$ cat config.mk
export PLATFORM = sky130hd
export DESIGN_NAME = embedded_multiplier_block
export DESIGN_NICKNAME = d
export VERILOG_FILES = /design/src/emb_mult_pkg.sv /design/src/embedded_multiplier_block.sv
export VERILOG_INCLUDE_DIRS = /design/src
export SDC_FILE = /design/constraint.sdc
export NUM_CORES = 1
export LEC_CHECK = 0
export BUFFER_PORTS_ARGS = -buffer_cell sky130_fd_sc_hd__buf_2
export CORE_MARGIN = 4
export CORE_UTILIZATION = 60
export CTS_BUF_LIST = sky130_fd_sc_hd__clkbuf_4
export CTS_CLUSTER_SIZE = 20
export DETAILED_ROUTE_END_ITERATION = 12
export GPL_TIMING_DRIVEN = 0
export PLACE_DENSITY = 0.85
export SYNTH_ARGS = -nofsm -noshare
export SYNTH_HDL_FRONTEND = slang
export SYNTH_SLANG_ARGS = --single-unit
export TNS_END_PERCENT = 20
$ cat constraint.sdc
create_clock -name i_core_clk -period 10.4 [get_ports i_core_clk]
set_input_delay 0.52 -clock i_core_clk [delete_from_list [all_inputs] [get_ports i_core_clk]]
set_output_delay 0.52 -clock i_core_clk [all_outputs]
set_load 0.01 [all_outputs]
$ cat src/emb_mult_regs.svh
`ifndef EMB_MULT_REGS_SVH
`define EMB_MULT_REGS_SVH

// operand section widths
`define MUL_SECT_W 9
`define MUL_FULL_W 18
// result widths: two sections in dual mode, one full word in single mode
`define MUL_HALF_RES_W 18
`define MUL_FULL_RES_W 36
// bit positions of the second section
`define MUL_SECT_HI_LSB 9
`define MUL_RES_HI_LSB 18
// single mode serves operands of at least this width
`define MUL_SINGLE_MIN_W 10
// value every block register takes on clear
`define MUL_CLR_VAL 36'h0

`endif

$ cat src/emb_mult_pkg.sv
package emb_mult_pkg;

	typedef enum logic [0:0]
	{
		MODE_SINGLE = 1'b0,
		MODE_DUAL = 1'b1
	} mul_mode_t;

	typedef logic [35:0] mul_result_t;

endpackage

$ cat src/embedded_multiplier_block.sv
`timescale 1ns/1ps
// Summary of operation
// - one 18x18 or two independent 9x9 multipliers
// - operand widths between 1 and 18 accepted
// - operands enter in 9/18-bit sections, registered or direct
// - each operand registered or bypassed independently
// - one clock, enable and clear for all
// - sign select high means operand is signed
// - product signed when any operand signed
// - one sign select per side, shared in dual
// - sign selects may change at run time
// - each sign select has optional input register
// - full precision product, never truncated or rounded
// - optional output register in 18/36-bit sections
// - unconnected sign selects mean unsigned multiplication
// - single serves 10-18 bits, dual up to 9
`include "emb_mult_regs.svh"

module embedded_multiplier_block
	import emb_mult_pkg::*;
#(
	parameter mul_mode_t MODE = MODE_SINGLE,
	parameter int A_WIDTH = 18,
	parameter int B_WIDTH = 18,
	parameter bit A_REG = 1'b1,
	parameter bit B_REG = 1'b1,
	parameter bit SIGN_A_REG = 1'b1,
	parameter bit SIGN_B_REG = 1'b1,
	parameter bit OUT_REG = 1'b1,
	parameter bit SIGN_USED = 1'b1
)
(
	input wire logic i_core_clk, // block clock
	input wire logic i_reset, // synchronous reset, high
	input wire logic i_aclr, // asynchronous clear, high
	input wire logic i_ena, // shared clock enable, high
	input wire logic [17:0] i_data_a, // operand a, two 9-bit in dual
	input wire logic [17:0] i_data_b, // operand b, two 9-bit in dual
	input wire logic i_sign_a, // operand a signed when high
	input wire logic i_sign_b, // operand b signed when high
	output logic [35:0] o_result, // product, two halves in dual
	output logic o_result_signed // product is signed
);

	// refuse widths the selected mode cannot serve
	if (A_WIDTH < 1 || A_WIDTH > `MUL_FULL_W ||
		B_WIDTH < 1 || B_WIDTH > `MUL_FULL_W)
	begin : g_bad_width
		$error("operand width out of range 1..18");
	end
	if (MODE == MODE_DUAL && (A_WIDTH > `MUL_SECT_W ||
		B_WIDTH > `MUL_SECT_W))
	begin : g_bad_dual
		$error("dual mode serves operands of at most 9 bits");
	end
	if (MODE == MODE_SINGLE && (A_WIDTH < `MUL_SINGLE_MIN_W ||
		B_WIDTH < `MUL_SINGLE_MIN_W))
	begin : g_bad_single
		$error("single mode serves operands of 10 to 18 bits");
	end

	// extend a w-bit operand to 18 bits as its sign select says
	function automatic logic [17:0] ext_op(input logic [17:0] v,
		input int w, input logic sgn);
		logic [17:0] r;
		r = v;
		for (int i = 0; i < 18; i++)
		begin
			if (i >= w)
			begin
				r[i] = sgn & v[w-1];
			end
		end
		return r;
	endfunction

	// full 36-bit product; a 19th bit carries the sign so every
	// signed/unsigned mix fits without loss
	function automatic logic [35:0] mul18(input logic [17:0] a,
		input logic [17:0] b, input logic sa, input logic sb);
		logic signed [18:0] ax;
		logic signed [18:0] bx;
		logic signed [37:0] p;
		ax = $signed({sa & a[17], a});
		bx = $signed({sb & b[17], b});
		p = ax * bx;
		return p[35:0];
	endfunction

	logic sign_a_in;
	logic sign_b_in;
	logic [17:0] a_r;
	logic [17:0] b_r;
	logic sa_r;
	logic sb_r;
	logic [17:0] a_q;
	logic [17:0] b_q;
	logic sa_q;
	logic sb_q;
	mul_result_t prod_nxt;
	logic [17:0] res_lo_r;
	logic [17:0] res_hi_r;
	logic sgn_r;

	// tie-off of unused selects gives unsigned operation
	assign sign_a_in = SIGN_USED ? i_sign_a : 1'b0;
	assign sign_b_in = SIGN_USED ? i_sign_b : 1'b0;

	// every register below shares clock, enable and clear
	always_ff @(posedge i_core_clk or posedge i_aclr)
	begin
		if (i_aclr)
		begin
			a_r <= 18'h0;
		end
		else if (i_reset)
		begin
			a_r <= 18'h0;
		end
		else if (i_ena)
		begin
			a_r <= i_data_a;
		end
	end

	always_ff @(posedge i_core_clk or posedge i_aclr)
	begin
		if (i_aclr)
		begin
			b_r <= 18'h0;
		end
		else if (i_reset)
		begin
			b_r <= 18'h0;
		end
		else if (i_ena)
		begin
			b_r <= i_data_b;
		end
	end

	always_ff @(posedge i_core_clk or posedge i_aclr)
	begin
		if (i_aclr)
		begin
			sa_r <= 1'b0;
			sb_r <= 1'b0;
		end
		else if (i_reset)
		begin
			sa_r <= 1'b0;
			sb_r <= 1'b0;
		end
		else if (i_ena)
		begin
			sa_r <= sign_a_in;
			sb_r <= sign_b_in;
		end
	end

	// per-input register-or-bypass choice
	assign a_q = A_REG ? a_r : i_data_a;
	assign b_q = B_REG ? b_r : i_data_b;
	// sign register should match its operand's latency
	assign sa_q = SIGN_A_REG ? sa_r : sign_a_in;
	assign sb_q = SIGN_B_REG ? sb_r : sign_b_in;

	always_comb
	begin
		if (MODE == MODE_DUAL)
		begin
			// halves never share carries: each is its own product
			prod_nxt[17:0] = 18'(mul18(ext_op({9'h0, a_q[8:0]},
				A_WIDTH, sa_q), ext_op({9'h0, b_q[8:0]}, B_WIDTH,
				sb_q), sa_q, sb_q));
			prod_nxt[35:18] = 18'(mul18(ext_op({9'h0, a_q[17:9]},
				A_WIDTH, sa_q), ext_op({9'h0, b_q[17:9]}, B_WIDTH,
				sb_q), sa_q, sb_q));
		end
		else
		begin
			prod_nxt = mul18(ext_op(a_q, A_WIDTH, sa_q),
				ext_op(b_q, B_WIDTH, sb_q), sa_q,
				sb_q);
		end
	end

	// two 18-bit output sections; in single mode they act as one
	always_ff @(posedge i_core_clk or posedge i_aclr)
	begin
		if (i_aclr)
		begin
			res_lo_r <= 18'h0;
			res_hi_r <= 18'h0;
			sgn_r <= 1'b0;
		end
		else if (i_reset)
		begin
			res_lo_r <= 18'h0;
			res_hi_r <= 18'h0;
			sgn_r <= 1'b0;
		end
		else if (i_ena)
		begin
			res_lo_r <= prod_nxt[17:0];
			res_hi_r <= prod_nxt[35:18];
			sgn_r <= sa_q | sb_q;
		end
	end

	assign o_result = OUT_REG ? {res_hi_r, res_lo_r} : prod_nxt;
	assign o_result_signed = OUT_REG ? sgn_r : (sa_q | sb_q);

	property p_out_reg;
		@(posedge i_core_clk) disable iff (i_aclr || i_reset)
		OUT_REG && i_ena |=> o_result == $past(prod_nxt);
	endproperty
	a_out_reg: assert property (p_out_reg)
		else $error("output register missed the product");

	property p_hold;
		@(posedge i_core_clk) disable iff (i_aclr || i_reset)
		OUT_REG && !i_ena |=> $stable(o_result) && $stable(o_result_signed);
	endproperty
	a_hold: assert property (p_hold)
		else $error("result moved while enable low");

	property p_a_reg;
		@(posedge i_core_clk) disable iff (i_aclr || i_reset)
		A_REG && i_ena |=> a_q == $past(i_data_a);
	endproperty
	a_a_reg: assert property (p_a_reg)
		else $error("operand a register did not load");
	property p_b_reg;
		@(posedge i_core_clk) disable iff (i_aclr || i_reset)
		B_REG && i_ena |=> b_q == $past(i_data_b);
	endproperty
	a_b_reg: assert property (p_b_reg)
		else $error("operand b register did not load");

	property p_sign_reg;
		@(posedge i_core_clk) disable iff (i_aclr || i_reset)
		SIGN_A_REG && SIGN_B_REG && i_ena ##1 !i_ena |=>
			sa_q == $past(sign_a_in, 2) && sb_q == $past(sign_b_in, 2);
	endproperty
	a_sign_reg: assert property (p_sign_reg)
		else $error("sign register lost its value");

	property p_unsigned;
		@(posedge i_core_clk) disable iff (i_aclr || i_reset)
		MODE == MODE_SINGLE && !sa_q && !sb_q |->
			prod_nxt == 36'(a_q & ((18'h1 << A_WIDTH) - 18'h1)) *
			36'(b_q & ((18'h1 << B_WIDTH) - 18'h1));
	endproperty
	a_unsigned: assert property (p_unsigned)
		else $error("unsigned product wrong");

	property p_signed;
		@(posedge i_core_clk) disable iff (i_aclr || i_reset)
		MODE == MODE_SINGLE && A_WIDTH == 18 && B_WIDTH == 18 &&
			sa_q && sb_q |->
			$signed(prod_nxt) == 36'($signed(a_q)) * 36'($signed(b_q));
	endproperty
	a_signed: assert property (p_signed)
		else $error("signed product wrong");

	property p_dual_indep;
		@(posedge i_core_clk) disable iff (i_aclr || i_reset)
		MODE == MODE_DUAL && !sa_q && !sb_q |->
			prod_nxt[17:0] == 18'(a_q[8:0]) * 18'(b_q[8:0]) &&
			prod_nxt[35:18] == 18'(a_q[17:9]) * 18'(b_q[17:9]);
	endproperty
	a_dual_indep: assert property (p_dual_indep)
		else $error("dual products not independent");

	property p_clear;
		@(posedge i_core_clk) disable iff (i_aclr)
		OUT_REG && i_reset |=> o_result == `MUL_CLR_VAL && !o_result_signed;
	endproperty
	a_clear: assert property (p_clear)
		else $error("reset did not clear the result");

	property p_no_sign;
		@(posedge i_core_clk) disable iff (i_aclr || i_reset)
		!SIGN_USED |-> !sa_q && !sb_q ##1 !o_result_signed;
	endproperty
	a_no_sign: assert property (p_no_sign)
		else $error("unused sign selects not unsigned");

	c_signed_single: cover property (@(posedge i_core_clk)
		MODE == MODE_SINGLE && sa_q && !sb_q && i_ena);
	c_dual: cover property (@(posedge i_core_clk)
		MODE == MODE_DUAL && sa_q && sb_q && i_ena);
	c_stall: cover property (@(posedge i_core_clk)
		i_ena ##1 !i_ena [*3] ##1 i_ena);

endmodule // embedded_multiplier_block

==> reports/qor.txt <==
Slew Limit Fails - 0
Crit-path slowest cell - fa_1
CP Capture Type - flip-flop
final setup vio count - 0
r2r startpoint - sa_q
Final ANT Viol Nets - 0
fraction of registers with async set/reset - 100.0%
worst slew pin tran - 864.9 ps
htree depth - 3
CP Data Arrival Time - 8100 ps
worst-path maximum fanout - 10
synthesized area - 16250 sq um
initial antenna violation count - 0
Final Critical Period - 7734 ps
Leak Pwr - 9.306 nW
Yosys Warn Count - 0
total chip power - 1.164 mW
WL per Instance - 21.11 microns
MaxCap Viol Count - 0
Initial Util - 61.64%
Buffers & Inverters on Critical Path - 4
critical path launch point type - flip-flop
Reg2Reg Setup Slack - 2670 ps
std cell rows - 59
largest net degree at the start of global routing - 56
synthesized flop and latch total - 75
cell family with most CP delay - adder cells
clock buffer depth - 2
Final nets - 2330
status - finished, final reports clean
first-pass GRT wire length - 73250 microns
die area - 29770 sq um
total number of vias - 12482
post-CTS sizing - 0
Post-route DRC - 0
layout cells sized above 1 - 6.175%
kind of critical path - flip-flop to flip-flop
Hold WC Path Type - primary input to flip-flop
final wirelength - 45710 microns
GPL Wtd Cong - 1.006
fill count - 2015
WHS Endpoint - b_q[16]
Worst Hold Depth - 3
GRT Total Usage - 31.50%
diode count - 0
CTS clk-pin slew, worst paths - 150 ps
Unique masters post-synth - 58
Clock Tree Root - clkbuf_4
DP HPWL - 37990 microns
global-route congestion overflow total - 0
critical path's largest stage delay - 920 ps
setup repair after global routing missed its margin - false
Seq/Total Area, Yosys - 11.55%
CTS tree - done
worst-case vdd ir drop - 0.0001022 V
synthesized area per cell - 9.358 sq um
via/cell ratio - 5.765
Die W - 172.5 microns
Port Buffer Count - 76
Worst Clk Skew - 30.97 ps
Critical Path RT - 10760 ps
Post-synth EDFFs - 0
synthesis-to-finish area growth - 6.077%
worst hold start - i_data_b[16]
Worst slew margin - 42.34%
fin crit share - 74.36%
power density over the cells - 67.52 nW/um^2
Synth Flop Type - dfrtp_1
clock sinks - 75
IO Count - 79
total negative slack - 0 ps
FMAX - 0.1293 GHz
clock buffer count from CTS - 9
core area - 26350 sq um
total iterations of the first detailed-routing run - 8
most used cell, CP - fa_1
vias in the first global route - 13662
die height - 172.5 microns
Synth Net Count - 2241
Reg area - 1877 sq um
FF-to-FF path depth - 22
worst r2r dst - res_hi_r[17]
CP Cell Sequence - and2_1 -> clkbuf_1 -> nand2_1 -> fa_1 -> fa_1 -> inv_1 -> fa_1 -> fa_1 -> fa_1 -> inv_1 -> fa_1 -> inv_1 -> ha_1 -> ha_1 -> o21ai_0 -> a21oi_1 -> or2_2 -> a311oi_1 -> nand2_1 -> o21ai_0 -> xnor2_1 -> o21ai_0
area of the multi-input gates - 12510 sq um
clk_lat worst skew - 480 ps
DRT iter0 DRCs - 1082
Cells after Synth - 1736
Final Hold Fails - 0
cells in the final DEF, fill, tap and decap left out, drive strengths merged, types with 2 or more instances in the layout:
cell       n
nand4      4
o41ai      2
nand3      4
o31ai      2
nor3b      3
o2111ai    2
a21o       5
a31oi      4
a21oi     25
o22ai      4
o21ai     16
nand2b    10
and3       6
o21bai     6
nand4b     2
ha       108
a211oi     9
xor2      11
clkbuf    93
a311oi     3
o21a       4
and2     149
o211ai     4
inv      406
nor2b      3
dfrtp     75
nor3       5
a21boi     2
xnor2     28
buf       86
mux2i     59
fa       355
nor2      99
or3        3
nand2    208
or2        6
registers in the layout, indices dropped and copies added, names as in the netlist:
name             cells
a_q                 18
b_q                 18
o_result_signed      1
res_hi_r            18
res_lo_r            18
sa_q                 1
sb_q                 1
layout make-up:
cell class                      count  share of cell area (%)
Inverter                          402                   8.771
Clock buffer                        9                  0.3921
Sequential cell                    75                   10.89
Tap cell                          335                   2.432
Buffer                             93                   2.026
Timing Repair Buffer               78                   2.425
Clock inverter                      7                  0.4647
Multi-Input combinational cell   1166                   72.60
where the power goes:
part | switching (mW) | internal, mW
clock | 0.122 | 0.0768
combinational | 0.401 | 0.231
sequential | 0.0171 | 0.316
tightest hold or removal path, delay by kind of cell:
family                 cells  cell delay, ps
buffers and inverters      1              70
AND/OR/NAND/NOR            1              80
multiplexers               1              50
through the flow:
step	utilization (%)	hold slack [ps]	setup slack (ps)	area, sq um	instances
floorplan	-	514.6	3850	16250	1736
global placement	64.68	467.3	2802	17050	2147
detailed placement	64.79	470.5	2780	17080	2148
CTS	65.39	266.4	2677	17230	2165
global route	65.39	277.4	2269	17230	2165
finish	65.39	271.7	2666	17230	2165
logic make-up after synthesis:
| kind of cell | count (synthesis) | synth area share (%) |
|---|---|---|
| AOI/OAI and AO/OA | 97 | 4.275 |
| xor gates and xnor gates | 39 | 2.103 |
| adders and majority gates | 463 | 52.06 |
| buffers and inverters | 495 | 11.44 |
| DFF | 75 | 11.55 |
| muxes | 60 | 3.705 |
| and+or+nand+nor | 507 | 14.86 |
synth_stat cells (all sizes together), types with 5 or more instances:
library cell	number	area (sq um)
xor2	11	96.34
ha	108	1351
inv	402	1509
a211oi	9	77.57
and2	149	932.1
nor3	5	25.02
nand2	208	780.8
and3	6	37.54
o21bai	6	45.04
fa	355	7107
nor2	99	371.6
nand2b	10	62.56
or2	6	37.54
a21o	5	38.79
a21oi	25	128.9
mux2i	59	590.6
o21ai	16	95.10
clkbuf	84	315.3
buf	9	33.78
dfrtp	75	1877
xnor2	28	245.2
routing by layer:
layer	part of all wire (%)	GRT usage, %	vias to the layer above
met4	4.7	12.54	0
met2	47	51.48	825
li1	-	-	5281
met3	13	8.755	183
met5	0	0	-
met1	35	40.36	6193
timing repair:
item                                   in CTS  in global routing
buffers inserted                            0                  0
hold buffers                                1                  0
endpoints found under the hold margin      20                  0
how the worst max path moves through the flow:
stage               startpoint           end  slack (ps)  depth (start not counted)
floorplan              a_q[17]  res_hi_r[14]        3850                         21
global placement          sa_q  res_hi_r[17]        2800                         22
detailed placement        sa_q  res_hi_r[17]        2780                         22
CTS                       sa_q  res_hi_r[17]        2680                         22
global route              sa_q  res_hi_r[17]        2270                         22
finish                    sa_q  res_hi_r[17]        2670                         22
Power figures use the tool's default switching activity.
